--- src/logic/fic_pkg.sv ---
`default_nettype none
package fic_pkg;

  // reset vector and the erased byte value
  localparam logic [15:0] VEC_HI_ADDR    = 16'hFFFE;
  localparam logic [15:0] VEC_LO_ADDR    = 16'hFFFF;
  localparam logic [7:0]  ERASED_BYTE    = 8'hFF;

  // erase preparation writes
  localparam logic [15:0] PROT_REG_ADDR  = 16'hFE09;
  localparam logic [7:0]  PROT_ALL_OFF   = 8'hFF;
  localparam logic [15:0] CTRL_BYTE_ADDR = 16'h0088;
  localparam logic [15:0] SPEED_BYTE_ADDR = 16'h0089;
  localparam logic [7:0]  MASS_ERASE_CTRL = 8'h40;
  localparam logic [7:0]  BUS_SPEED_CODE = 8'h0A;

  // read-back of vectors and security bytes: base plus index 10 down to 1
  localparam logic [15:0] CHECK_BASE     = 16'hFFF6;
  localparam logic [3:0]  CHECK_COUNT    = 4'hA;
  localparam logic [3:0]  CHECK_LAST     = 4'h1;

  // clocks and rates
  localparam int unsigned REF_CLK_HZ     = 32'h0098_9680;
  localparam int unsigned BUS_REF_HZ     = 32'h0025_8000;
  localparam int unsigned XTAL_HZ        = 32'h0096_0000;
  localparam int unsigned MON_BAUD       = 32'h0000_2580;
  localparam int unsigned BAUD_DIV       = REF_CLK_HZ / MON_BAUD;

  // whole mass erase budget, in seconds
  localparam int unsigned ERASE_LIMIT_S  = 32'h0000_0002;
  localparam int unsigned ERASE_LIMIT_CYC = ERASE_LIMIT_S * REF_CLK_HZ;

  // erase pulse length in bus cycles at BUS_REF_HZ (plain default)
  localparam int unsigned ERASE_BUS_CYC  = 32'h0000_1000;

  typedef enum logic [14:0] {
    ST_VEC_HI   = 15'h0001,
    ST_VEC_LO   = 15'h0002,
    ST_VEC_CAP  = 15'h0004,
    ST_DECIDE   = 15'h0008,
    ST_MONITOR  = 15'h0010,
    ST_USER     = 15'h0020,
    ST_UNPROT   = 15'h0040,
    ST_CTRL     = 15'h0080,
    ST_SPEED    = 15'h0100,
    ST_ERASE    = 15'h0200,
    ST_CHK_RD   = 15'h0400,
    ST_CHK_WAIT = 15'h0800,
    ST_CHK_CMP  = 15'h1000,
    ST_HALT     = 15'h2000,
    ST_FAIL     = 15'h4000
  } fic_state_t;

  typedef enum logic [2:0] {
    LK_IDLE = 3'h1,
    LK_RX   = 3'h2,
    LK_TX   = 3'h4
  } fic_link_t;

endpackage
`default_nettype wire

--- src/logic/fic_mon_link.sv ---
`timescale 1ns/10ps
`default_nettype none
module fic_mon_link #(
  parameter int unsigned DIV = fic_pkg::BAUD_DIV
) (
  input  wire logic       ref_clk_i,   // system clock
  input  wire logic       resetn_i,    // async reset, active low
  input  wire logic       enable_i,    // monitor mode active
  input  wire logic [7:0] tx_data_i,   // byte to send
  input  wire logic       tx_valid_i,  // send request
  output logic            tx_ready_o,  // link idle, byte accepted
  output logic [7:0]      rx_data_o,   // received byte
  output logic            rx_valid_o,  // one-cycle receive strobe
  input  wire logic       pin_i,       // serial pin level
  output logic            pin_o,       // serial pin drive level
  output logic            pin_oe_o     // serial pin drive enable
);

  if (DIV < 4 || DIV > 65535) begin : g_div_chk
    $error("baud divisor out of range");
  end

  localparam logic [15:0] DIV_M1  = 16'(DIV - 1);
  localparam logic [15:0] HALF_M1 = 16'(DIV / 2 - 1);
  localparam logic [3:0]  DATA_END = 4'h8;
  localparam logic [3:0]  STOP_END = 4'h9;

  fic_pkg::fic_link_t state, next_state;
  logic [15:0] div_cnt, next_div_cnt;
  logic [3:0]  bit_idx, next_bit_idx;
  logic [7:0]  shreg, next_shreg;
  logic [7:0]  next_rx_data;
  logic        next_rx_valid, next_tx_ready, next_pin, next_pin_oe;

  always_comb begin
    next_state    = state;
    next_div_cnt  = div_cnt;
    next_bit_idx  = bit_idx;
    next_shreg    = shreg;
    next_rx_data  = rx_data_o;
    next_rx_valid = 1'b0;
    next_tx_ready = tx_ready_o;
    next_pin      = pin_o;
    next_pin_oe   = pin_oe_o;
    unique case (state)
      fic_pkg::LK_IDLE: begin
        next_pin_oe   = 1'b0;
        next_tx_ready = enable_i;
        if (enable_i && tx_valid_i && tx_ready_o) begin
          next_shreg    = tx_data_i;
          next_pin      = 1'b0;
          next_pin_oe   = 1'b1;
          next_div_cnt  = DIV_M1;
          next_bit_idx  = '0;
          next_tx_ready = 1'b0;
          next_state    = fic_pkg::LK_TX;
        end else if (enable_i && !pin_i) begin
          next_div_cnt  = HALF_M1;
          next_bit_idx  = '0;
          next_tx_ready = 1'b0;
          next_state    = fic_pkg::LK_RX;
        end
      end
      fic_pkg::LK_TX: begin
        if (div_cnt != '0) begin
          next_div_cnt = div_cnt - 16'h0001;
        end else begin
          next_div_cnt = DIV_M1;
          next_bit_idx = bit_idx + 4'h1;
          if (bit_idx < DATA_END) begin
            next_pin   = shreg[0];
            next_shreg = {1'b0, shreg[7:1]};
          end else if (bit_idx == DATA_END) begin
            next_pin = 1'b1;
          end else begin
            next_pin_oe   = 1'b0;
            next_tx_ready = enable_i;
            next_state    = fic_pkg::LK_IDLE;
          end
        end
      end
      fic_pkg::LK_RX: begin
        if (div_cnt != '0) begin
          next_div_cnt = div_cnt - 16'h0001;
        end else begin
          next_div_cnt = DIV_M1;
          next_bit_idx = bit_idx + 4'h1;
          if (bit_idx == '0 && pin_i) begin
            next_state = fic_pkg::LK_IDLE;  // glitch, not a start bit
          end else if (bit_idx != '0 && bit_idx <= DATA_END) begin
            next_shreg = {pin_i, shreg[7:1]};
          end else if (bit_idx == STOP_END) begin
            next_rx_valid = pin_i;  // framing error drops the byte
            next_rx_data  = shreg;
            next_state    = fic_pkg::LK_IDLE;
          end
        end
      end
    endcase
    if (!enable_i) begin
      next_state    = fic_pkg::LK_IDLE;
      next_pin_oe   = 1'b0;
      next_tx_ready = 1'b0;
    end
  end

  always_ff @(posedge ref_clk_i or negedge resetn_i) begin
    if (!resetn_i) begin
      state      <= fic_pkg::LK_IDLE;
      div_cnt    <= '0;
      bit_idx    <= '0;
      shreg      <= '0;
      rx_data_o  <= '0;
      rx_valid_o <= 1'b0;
      tx_ready_o <= 1'b0;
      pin_o      <= 1'b1;
      pin_oe_o   <= 1'b0;
    end else begin
      state      <= next_state;
      div_cnt    <= next_div_cnt;
      bit_idx    <= next_bit_idx;
      shreg      <= next_shreg;
      rx_data_o  <= next_rx_data;
      rx_valid_o <= next_rx_valid;
      tx_ready_o <= next_tx_ready;
      pin_o      <= next_pin;
      pin_oe_o   <= next_pin_oe;
    end
  end
endmodule
`default_nettype wire

--- src/logic/fic_top.sv ---
// Summary of operation
// - blank reset vector after reset selects monitor mode, no high voltage needed
// - high voltage on mode pin at reset also selects monitor mode
// - in user mode, strap high=1 and strap low=0 requests mass erase
// - write control and speed bytes into RAM before starting erase
// - repeat erase until vector and security bytes read erased
// - whole mass erase, repeats included, ends within two seconds
// - erase delays counted for 2.4576 MHz bus, rescaled to our clock
// - in monitor mode strap high pin is the two-way serial line
// - programmer uses device reset to synchronize before monitor traffic
// - monitor serial runs at 9600 baud
// - erase always covers the whole array, no partial ranges
// - unprotect all blocks by writing all ones to protection register
// - control byte 01000000 selects mass erase, speed byte is 10
`timescale 1ns/10ps
`default_nettype none
module fic_top #(
  parameter int unsigned ERASE_BUS_CYC = fic_pkg::ERASE_BUS_CYC,  // erase pulse, bus cycles
  parameter int unsigned TIMEOUT_CYC   = fic_pkg::ERASE_LIMIT_CYC // erase budget, ref cycles
) (
  input  wire logic        ref_clk_i,                  // 10 MHz clock
  input  wire logic        resetn_i,                   // async reset, active low
  input  wire logic        high_voltage_mode_pin_i,    // high voltage detected on mode pin
  input  wire logic        strap_high_serial_pin_i,    // strap / serial pin level
  output logic             strap_high_serial_pin_o,    // serial pin drive level
  output logic             strap_high_serial_pin_oe_o, // serial pin drive enable
  input  wire logic        strap_low_pin_i,            // second strap pin
  input  wire logic [7:0]  flash_rdata_i,              // flash read data
  output logic [15:0]      flash_addr_o,               // flash read address
  output logic             flash_rd_o,                 // flash read strobe
  output logic [15:0]      bus_addr_o,                 // internal write address
  output logic [7:0]       bus_wdata_o,                // internal write data
  output logic             bus_wr_o,                   // internal write strobe
  output logic             flash_erase_o,              // erase pulse to array
  output logic             flash_mass_o,               // whole-array select
  output logic             monitor_mode_o,             // monitor mode selected
  output logic             user_mode_o,                // user mode selected
  output logic [15:0]      user_pc_o,                  // fetched reset vector
  output logic             erase_busy_o,               // mass erase running
  output logic             erase_ok_o,                 // mass erase verified
  output logic             erase_fail_o,               // erase budget exceeded
  input  wire logic [7:0]  mon_tx_data_i,              // monitor byte to send
  input  wire logic        mon_tx_valid_i,             // monitor send request
  output logic             mon_tx_ready_o,             // monitor link ready
  output logic [7:0]       mon_rx_data_o,              // monitor received byte
  output logic             mon_rx_valid_o              // monitor receive strobe
);

  if (ERASE_BUS_CYC == 0 || TIMEOUT_CYC < 2) begin : g_par_chk
    $error("erase timing parameters out of range");
  end

  // rescale bus-clock delays to the reference clock, rounding up
  localparam longint unsigned ERASE_CYC_L =
    (longint'(ERASE_BUS_CYC) * fic_pkg::REF_CLK_HZ + fic_pkg::BUS_REF_HZ - 1)
    / fic_pkg::BUS_REF_HZ;
  localparam logic [31:0] ERASE_CYC = 32'(ERASE_CYC_L);
  localparam logic [31:0] LIMIT_M1  = 32'(TIMEOUT_CYC - 1);

  function automatic logic is_erased(input logic [7:0] b);
    return b == fic_pkg::ERASED_BYTE;
  endfunction

  fic_pkg::fic_state_t state, next_state;
  logic [7:0]  vec_hi, next_vec_hi;
  logic [3:0]  chk_idx, next_chk_idx;
  logic [31:0] erase_cnt, next_erase_cnt;
  logic [31:0] limit_cnt, next_limit_cnt;
  logic [15:0] next_flash_addr, next_bus_addr, next_user_pc;
  logic [7:0]  next_bus_wdata;
  logic        next_flash_rd, next_bus_wr, next_flash_erase, next_flash_mass;
  logic        next_monitor, next_user, next_busy, next_ok, next_fail;
  logic        vec_blank, erase_req;

  assign vec_blank = is_erased(vec_hi) && is_erased(flash_rdata_i);
  assign erase_req = strap_high_serial_pin_i && !strap_low_pin_i;

  always_comb begin
    next_state       = state;
    next_vec_hi      = vec_hi;
    next_chk_idx     = chk_idx;
    next_erase_cnt   = erase_cnt;
    next_limit_cnt   = limit_cnt;
    next_flash_addr  = flash_addr_o;
    next_flash_rd    = 1'b0;
    next_bus_addr    = bus_addr_o;
    next_bus_wdata   = bus_wdata_o;
    next_bus_wr      = 1'b0;
    next_flash_erase = flash_erase_o;
    next_flash_mass  = flash_mass_o;
    next_monitor     = monitor_mode_o;
    next_user        = user_mode_o;
    next_user_pc     = user_pc_o;
    next_busy        = erase_busy_o;
    next_ok          = erase_ok_o;
    next_fail        = erase_fail_o;
    unique case (state)
      fic_pkg::ST_VEC_HI: begin
        next_flash_addr = fic_pkg::VEC_HI_ADDR;
        next_flash_rd   = 1'b1;
        next_state      = fic_pkg::ST_VEC_LO;
      end
      fic_pkg::ST_VEC_LO: begin
        next_flash_addr = fic_pkg::VEC_LO_ADDR;
        next_flash_rd   = 1'b1;
        next_state      = fic_pkg::ST_VEC_CAP;
      end
      fic_pkg::ST_VEC_CAP: begin
        next_vec_hi = flash_rdata_i;
        next_state  = fic_pkg::ST_DECIDE;
      end
      fic_pkg::ST_DECIDE: begin
        if (vec_blank || high_voltage_mode_pin_i) begin
          next_monitor = 1'b1;
          next_state   = fic_pkg::ST_MONITOR;
        end else if (erase_req) begin
          next_busy      = 1'b1;
          next_limit_cnt = '0;
          next_state     = fic_pkg::ST_UNPROT;
        end else begin
          next_user    = 1'b1;
          next_user_pc = {vec_hi, flash_rdata_i};
          next_state   = fic_pkg::ST_USER;
        end
      end
      fic_pkg::ST_UNPROT: begin
        next_bus_addr  = fic_pkg::PROT_REG_ADDR;
        next_bus_wdata = fic_pkg::PROT_ALL_OFF;
        next_bus_wr    = 1'b1;
        next_state     = fic_pkg::ST_CTRL;
      end
      fic_pkg::ST_CTRL: begin
        next_bus_addr  = fic_pkg::CTRL_BYTE_ADDR;
        next_bus_wdata = fic_pkg::MASS_ERASE_CTRL;
        next_bus_wr    = 1'b1;
        next_state     = fic_pkg::ST_SPEED;
      end
      fic_pkg::ST_SPEED: begin
        next_bus_addr  = fic_pkg::SPEED_BYTE_ADDR;
        next_bus_wdata = fic_pkg::BUS_SPEED_CODE;
        next_bus_wr    = 1'b1;
        next_state     = fic_pkg::ST_ERASE;
      end
      fic_pkg::ST_ERASE: begin
        // first cycle here raises the pulse, held ERASE_CYC cycles
        if (!flash_erase_o) begin
          next_flash_erase = 1'b1;
          next_flash_mass  = 1'b1;
          next_erase_cnt   = ERASE_CYC - 32'h0000_0001;
        end else if (erase_cnt != '0) begin
          next_erase_cnt = erase_cnt - 32'h0000_0001;
        end else begin
          next_flash_erase = 1'b0;
          next_flash_mass  = 1'b0;
          next_chk_idx     = fic_pkg::CHECK_COUNT;
          next_state       = fic_pkg::ST_CHK_RD;
        end
      end
      fic_pkg::ST_CHK_RD: begin
        next_flash_addr = fic_pkg::CHECK_BASE + {12'h000, chk_idx};
        next_flash_rd   = 1'b1;
        next_state      = fic_pkg::ST_CHK_WAIT;
      end
      fic_pkg::ST_CHK_WAIT: begin
        next_state = fic_pkg::ST_CHK_CMP;
      end
      fic_pkg::ST_CHK_CMP: begin
        if (!is_erased(flash_rdata_i)) begin
          next_state = fic_pkg::ST_UNPROT;
        end else if (chk_idx == fic_pkg::CHECK_LAST) begin
          next_busy  = 1'b0;
          next_ok    = 1'b1;
          next_state = fic_pkg::ST_HALT;
        end else begin
          next_chk_idx = chk_idx - 4'h1;
          next_state   = fic_pkg::ST_CHK_RD;
        end
      end
      // terminal states: only a new reset leaves them
      fic_pkg::ST_MONITOR, fic_pkg::ST_USER, fic_pkg::ST_HALT, fic_pkg::ST_FAIL: begin
        next_state = state;
      end
    endcase
    if (erase_busy_o) begin
      next_limit_cnt = limit_cnt + 32'h0000_0001;
      // a stuck array must not loop forever past the budget
      if (limit_cnt == LIMIT_M1 && next_busy) begin
        next_busy        = 1'b0;
        next_fail        = 1'b1;
        next_flash_erase = 1'b0;
        next_flash_mass  = 1'b0;
        next_state       = fic_pkg::ST_FAIL;
      end
    end
  end

  always_ff @(posedge ref_clk_i or negedge resetn_i) begin
    if (!resetn_i) begin
      state          <= fic_pkg::ST_VEC_HI;
      vec_hi         <= '0;
      chk_idx        <= '0;
      erase_cnt      <= '0;
      limit_cnt      <= '0;
      flash_addr_o   <= '0;
      flash_rd_o     <= 1'b0;
      bus_addr_o     <= '0;
      bus_wdata_o    <= '0;
      bus_wr_o       <= 1'b0;
      flash_erase_o  <= 1'b0;
      flash_mass_o   <= 1'b0;
      monitor_mode_o <= 1'b0;
      user_mode_o    <= 1'b0;
      user_pc_o      <= '0;
      erase_busy_o   <= 1'b0;
      erase_ok_o     <= 1'b0;
      erase_fail_o   <= 1'b0;
    end else begin
      state          <= next_state;
      vec_hi         <= next_vec_hi;
      chk_idx        <= next_chk_idx;
      erase_cnt      <= next_erase_cnt;
      limit_cnt      <= next_limit_cnt;
      flash_addr_o   <= next_flash_addr;
      flash_rd_o     <= next_flash_rd;
      bus_addr_o     <= next_bus_addr;
      bus_wdata_o    <= next_bus_wdata;
      bus_wr_o       <= next_bus_wr;
      flash_erase_o  <= next_flash_erase;
      flash_mass_o   <= next_flash_mass;
      monitor_mode_o <= next_monitor;
      user_mode_o    <= next_user;
      user_pc_o      <= next_user_pc;
      erase_busy_o   <= next_busy;
      erase_ok_o     <= next_ok;
      erase_fail_o   <= next_fail;
    end
  end

  // link only runs once monitor mode is chosen, so each reset realigns it
  fic_mon_link #(
    .DIV (fic_pkg::BAUD_DIV)
  ) u_link (
    .ref_clk_i  (ref_clk_i),
    .resetn_i   (resetn_i),
    .enable_i   (monitor_mode_o),
    .tx_data_i  (mon_tx_data_i),
    .tx_valid_i (mon_tx_valid_i),
    .tx_ready_o (mon_tx_ready_o),
    .rx_data_o  (mon_rx_data_o),
    .rx_valid_o (mon_rx_valid_o),
    .pin_i      (strap_high_serial_pin_i),
    .pin_o      (strap_high_serial_pin_o),
    .pin_oe_o   (strap_high_serial_pin_oe_o)
  );

  // helper: length of the current erase pulse
  logic [31:0] pulse_len;
  always_ff @(posedge ref_clk_i or negedge resetn_i) begin
    if (!resetn_i) begin
      pulse_len <= '0;
    end else begin
      pulse_len <= flash_erase_o ? pulse_len + 32'h0000_0001 : '0;
    end
  end
endmodule
`default_nettype wire

--- config.mk ---
export PLATFORM = sky130hd
export DESIGN_NAME = fic_top
export DESIGN_NICKNAME = d
export VERILOG_FILES = /design/src/logic/fic_pkg.sv /design/src/logic/fic_mon_link.sv /design/src/logic/fic_top.sv
export SDC_FILE = /design/constraint.sdc
export NUM_CORES = 1
export LEC_CHECK = 0
export ABC_AREA = 1
export BUFFER_PORTS_ARGS = -buffer_cell sky130_fd_sc_hd__buf_2
export CAP_MARGIN = 15
export CORE_UTILIZATION = 45
export CTS_BUF_LIST = sky130_fd_sc_hd__clkbuf_4 sky130_fd_sc_hd__clkbuf_8
export DETAILED_ROUTE_END_ITERATION = 6
export GPL_TIMING_DRIVEN = 0
export PLACE_DENSITY = 0.61
export SLEW_MARGIN = 30
export SYNTH_ARGS = -nofsm -noshare
export SYNTH_HDL_FRONTEND = slang
export SYNTH_SLANG_ARGS = --single-unit
--- constraint.sdc ---
create_clock -name ref_clk_i -period 4.9 [get_ports ref_clk_i]
set_input_delay 0.49 -clock ref_clk_i [delete_from_list [all_inputs] [get_ports ref_clk_i]]
set_output_delay 0.49 -clock ref_clk_i [all_outputs]
set_load 0.02 [all_outputs]
Yosys cells after proc, flatten, opt, wreduce, memory -nomap -nowiden
Cells that the tools add are included.
- register bits: 199
- bits of input ports: 22
- logic and storage cells: 216
- add/subtract/negate cells: 6
- magnitude comparators: 2
- equality and inequality tests: 47
- muxes and demuxes: 91
- bitwise operators: 5
- reduce and logical (&&, ||, !) cells: 38
- operators by type and width (kind ; count):
    2-to-1 mux 32 bit ; 6
    one-hot mux 15 bit (12 select lines) ; 1
    one-hot mux 16 bit (3 select lines) ; 2
    2-to-1 mux 15 bit ; 4
    2-to-1 mux 16 bit ; 3
    2-to-1 mux 8 bit ; 6
    one-hot mux 8 bit (3 select lines) ; 2
    2-to-1 mux 1 bit ; 38
    adder 32 x 1 -> 32 bit (second input constant) ; 1
    == test 32 x 25 -> 1 bit (second input constant) ; 1
    one-hot mux 16 bit (2 select lines) ; 1
    nonzero test 32 bit ; 1
    subtractor 32 x 1 -> 32 bit (second input constant) ; 1
    2-to-1 mux 3 bit ; 10
    2-to-1 mux 14 bit ; 2
    2-to-1 mux 4 bit ; 7
    inequality test 2 bit (second input constant) ; 9
    == test 8 bit (second input constant) ; 2
    one-hot mux 4 bit (2 select lines) ; 2
    nonzero test 16 bit ; 1
    subtractor 16 x 1 -> 16 bit (second input constant) ; 1
    == test 15 x 1 -> 1 bit (second input constant) ; 1
    == test 15 x 10 -> 1 bit (second input constant) ; 1
    == test 15 x 11 -> 1 bit (second input constant) ; 1
    other kinds (47) ; 85

Longest topological paths before layout
- depth in word-level cells: 8
- mapped depth: 14
- depth with buffers taken out: 13

Modules after synthesis
A second synthesis with hierarchy kept.
- cell total of the unflattened synthesis: 1246
- area total of the unflattened synthesis: 9770.6 um^2
- modules (own cells, without submodules) (module ; times used ; cells an instance ; area an instance (um^2)):
    fic_top ; 1 ; 924 ; 7173.1
    fic_mon_link ; 1 ; 322 ; 2597.5

Least setup slack after synthesis
OpenSTA, ideal clock, no wires.
- kind: register -> register
- from: register u_link.bit_idx[0]
- to: register u_link.rx_data_o[6]
- arrival time: 1690 ps
- path slack: 3092 ps
- cell stages (with the launch flop): 13
- buffers on the path: 2
- cell sequence: dfrtp_1 > inv_1 > ha_1 > nand2_1 > nand2_1 > nand2_1 > inv_1 > nor2_1 > or3b_1 > buf_6 > buf_6 > nand2_2 > o21ai_2
- word-level cells in the longest chain between the ends: 4
- elaborated cells between the ends (all ways): 9
- those cells by class: order compare: 1; eq/ne: 1; bitwise: 2; reduce/logical: 5
- ends and longest elaborated chain (what ; line ; source):
    from (decl) ; fic_mon_link.sv:30 ; logic [3:0] bit_idx, next_bit_idx;
    from (signal assigned) ; fic_mon_link.sv:121 ; bit_idx <= next_bit_idx;
    <= comparator 4 bit, or another cell as far along ; fic_mon_link.sv:90 ; end else if (bit_idx != '0 && bit_idx <= DATA_END) begin
    logical AND 1 bit, on equally long branches ; fic_mon_link.sv:90, fic_mon_link.sv:88 ;
    inverter 1 bit (no source line) ; n/a ;
    AND reduction 5 bit (no source line) (*) ; n/a ;
    to (signal assigned) ; fic_mon_link.sv:123 ; rx_data_o <= next_rx_data;
    to (decl) ; fic_mon_link.sv:12 ; output logic [7:0] rx_data_o,
Mark *: on every way between the ends. The rest lies on a longest branch, timed or not.
A chain may end at the register's enable or synchronous reset.

Final worst setup path
- from: register u_link.state[0]
- to: register u_link.bit_idx[1]
- word-level cells in the longest chain between the ends: 4
- elaborated cells between the ends (all ways): 8
- those cells by class: eq/ne: 5; mux: 1; reduce/logical: 2
- ends and longest elaborated chain (what ; line ; source):
    from (decl) ; fic_mon_link.sv:28 ; fic_pkg::fic_link_t state, next_state;
    from (signal assigned) ; fic_mon_link.sv:109 ; state <= fic_pkg::LK_IDLE;
    from (signal assigned) ; fic_mon_link.sv:119 ; state <= next_state;
    == test 3 bit / == test 3 x 2 -> 1 bit (equally long branches) ; fic_mon_link.sv:45 ; unique case (state)
    OR reduction 2 bit (no source line) ; n/a ;
    inequality test 2 bit (no source line) ; n/a ;
    AND reduction 2 bit (no source line) ; n/a ;
Several ways; a longest one is shown, not always the timed one.

==> key figures <==
Status
  – Outcome: complete, no violations

Setup path
  – WS Path Type: reg2reg
  – Worst Path Arrival: 2.46 ns
  – CP max FO: 10
  – Startpoint Class: flop
  – Worst Setup End Kind: flop
  – Required @ worst endpoint: 5.27 ns

Route
  – Drt wl/cell: 13.3 µm
  – Top sig layer: met4
  – Total Wirelength: 21500 µm
  – M1 WL: 10600 µm
  – Residual DRC count: 0
  – Post-route ant nets: 0
  – Metal2 WL: 9730 µm
  – Initial DRT Pass Iterations: 5
  – WL met3: 929 µm
  – Vias per Instance: 4.96
  – Initial DRC Count: 567
  – Overall via count from detail_route: 8008

Yosys
  – Area contributors post-synth: dfrtp_1 (44%), nand2_1 (10%), nor2_1 (7.1%), inv_1 (5.1%), nand3_1 (4.9%)
  – Dominant synthesized flop cell: dfrtp_1
  – Syn avg cell area: 7.77 µm²
  – Synth area leader: dfrtp_1
  – FF+latch count, synth: 170
  – Register area share after synthesis: 0.452
  – Synth cell types: 51
  – Mapped Area: 9430 µm²
  – Asr flop ratio synth: 1.00
  – Top cell type's share of synthesized area: 0.443
  – Synth Warn #: 0
  – EDFF count, synth: 0
  – Cells after synthesis: 1213

Pwr
  – Pwr dens: 327 nW/µm²
  – LEAKAGE: 0.00575 µW
  – Peak supply drop: 179 µV

Final layout
  – P&R area growth vs syn: 13.8%
  – Filler cells: 1987
  – Layout net count: 1368
  – Antenna cell count: 0
  – Share of cells above drive strength 1: 0.187
  – Fin area: 10700 µm²

Timing
  – Clock skew: 0.0159 ns
  – Worst rel slew slack: 0.619
  – Sum of negative setup slack: 0 ns
  – Fin. Hold Viols: 0
  – Worst Tran Pin Value: 0.572 ns
  – Tcrit/Tclk final: 0.426
  – Peak Freq: 479 MHz
  – Final setup viols: 0
  – Post-layout minimum cycle time: 2.09 ns
  – RSZ-0062 raised after global routing: false
  – Max Slew Vio Count: 0

Die
  – Core Footprint: 20400 µm²
  – Die Area: 21500 µm²
  – Starting Density: 0.463
  – Die Y-Extent: 147 µm
  – Core Rows: 52
  – Chip Width: 147 µm
  – Boundary pin count: 99

Place
  – Hpwl dp: 16000 µm
  – IO Port Bufs: 92
  – Gpl congestion: 0.887
  – Placed cell area: 10300 µm²

Clocking
  – Clk sinks: 170
  – Post-CTS resize count: 0
  – Clock transition at the registers of the reported paths: 0.10 ns
  – Root buf cell: clkbuf_8
  – CTS tree: built
  – Setup Buffers After CTS: 0
  – Worst-Skew Late Latency: 0.46 ns
  – Hold Buf Count CTS: 1
  – H-tree level count: 4
  – CTS Buffer Depth: 2
  – CTS buffer count: 17

Global routing
  – Number of global-route vias before repair: 7581
  – Global Route Usage Sum: 0.211
  – Grt ovf: 0
  – Largest net degree at the start of global routing: 64
  – Initial antenna violation count: 0
  – First-pass GRT wire length: 36600 µm

Hold path
  – Class of the worst hold path: in2reg

Run
  – Max-cap violations: 0
-- layout make-up --
type	instances	area [µm²]	share of cell area
Multi-Input combinational cell	864	4320	0.403
Sequential cell	170	4260	0.397
Timing Repair Buffer	95	536	0.0499
Inverter	133	499	0.0465
Buffer	52	368	0.0343
Tap cell	270	338	0.0315
Clock buffer	19	262	0.0244
Clock inverter	13	141	0.0132
-- through the flow --
stage,util,hold slack (ns),cells,power (µW),worst slack [ns]
after floorplan,-,0.194,1219,2270,3.09
after global placement,0.503,0.447,1581,2490,0.503
after detailed placement,0.506,0.432,1583,2500,2.74
after CTS,0.527,0.273,1616,3540,2.81
after global routing,0.527,0.290,1616,3740,2.56
final,0.527,0.302,1616,3500,2.81
-- worst max-delay path: stages (launching register included) --
cell and delay [ns]:
dfstp_2 0.54, inv_1 0.05, nand3_1 0.17, nand2_1 0.21, nand2_1 0.23, inv_1 0.10, nor2_1 0.24, buf_2 0.28
nand3_1 0.09, o21ai_0 0.08
-- path summary, 6_finish.rpt --
kind                                             start                            end  slack (ns)  cells after the start
min in group asynchronous                     resetn_i  u_link.div_cnt[4]$_DFFE_PN0P_        0.52                      2
max reg2reg                u_link.state[0]$_DFFE_PN1P_  u_link.bit_idx[1]$_DFFE_PN0P_        2.81                      9
max in group asynchronous                     resetn_i             state[0]$_DFF_PN1_        3.68                      3
max                        u_link.state[0]$_DFFE_PN1P_  u_link.bit_idx[1]$_DFFE_PN0P_        2.81                      9
min                                   flash_rdata_i[6]       user_pc_o[6]$_DFFE_PN0P_        0.30                      3
min reg2reg                   erase_fail_o$_DFFE_PN0P_       erase_fail_o$_DFFE_PN0P_        0.47                      2
-- power by group --
| part | total, µW | leakage (µW) | switching (µW) | internal [µW] |
|---|---|---|---|---|
| Combinational | 825 | 0.00345 | 547 | 278 |
| Clock | 1030 | 0.000204 | 546 | 485 |
| Sequential | 1650 | 0.00210 | 95.5 | 1550 |
-- kinds of logic after synthesis --
logic type	share of synthesized area
adders and majority gates	0.0173
xor gates and xnor gates	0.0260
other	0.000398
buffers and inverters	0.0920
and+or+nand+nor	0.304
muxes	0.0114
AOI/OAI and AO/OA	0.0977
DFF	0.452
-- Yosys cell counts, types with 8 or more instances --
| library cell | instances |
|---|---|
| a21oi_1 | 45 |
| dfrtp_1 | 167 |
| ha_1 | 13 |
| nor3_1 | 28 |
| nor2_1 | 179 |
| nand4_1 | 23 |
| nor2_2 | 22 |
| nand3_1 | 93 |
| buf_2 | 8 |
| o21ai_0 | 72 |
| o21ai_2 | 9 |
| xor2_1 | 21 |
| buf_4 | 30 |
| nand2_2 | 14 |
| inv_1 | 129 |
| nand2_1 | 255 |
-- placed cells by master (no fill, tap or decap), types with 5 or more instances in the layout --
cell type	count
a21oi_1	45
buf_2	99
buf_4	30
buf_6	5
clkbuf_1	7
clkbuf_8	19
conb_1	7
dfrtp_1	167
ha_1	13
inv_1	129
mux2_2	6
nand2_1	255
nand2_2	14
nand3_1	93
nand4_1	23
nor2_1	179
nor2_2	22
nor2_4	5
nor3_1	28
o211ai_1	5
o21a_1	5
o21ai_0	72
o21ai_1	7
o21ai_2	9
or2_2	7
xnor2_1	7
xor2_1	21
-- flip-flops by register name (all words and copies together), names as in the netlist, 6 cells and up --
signal and cells:
erase_cnt 32, flash_addr_o 6, limit_cnt 32, state 15, u_link.div_cnt 16, u_link.rx_data_o 8, u_link.shreg 8, user_pc_o 16
vec_hi 8
-- metal layers --
layer,global-route usage,vias up
met5,0,-
met4,0.0536,0
met3,0.0370,15
met2,0.333,164
met1,0.299,3719
li1,-,4110
Note: power is estimated with default switching activity, not from simulation.
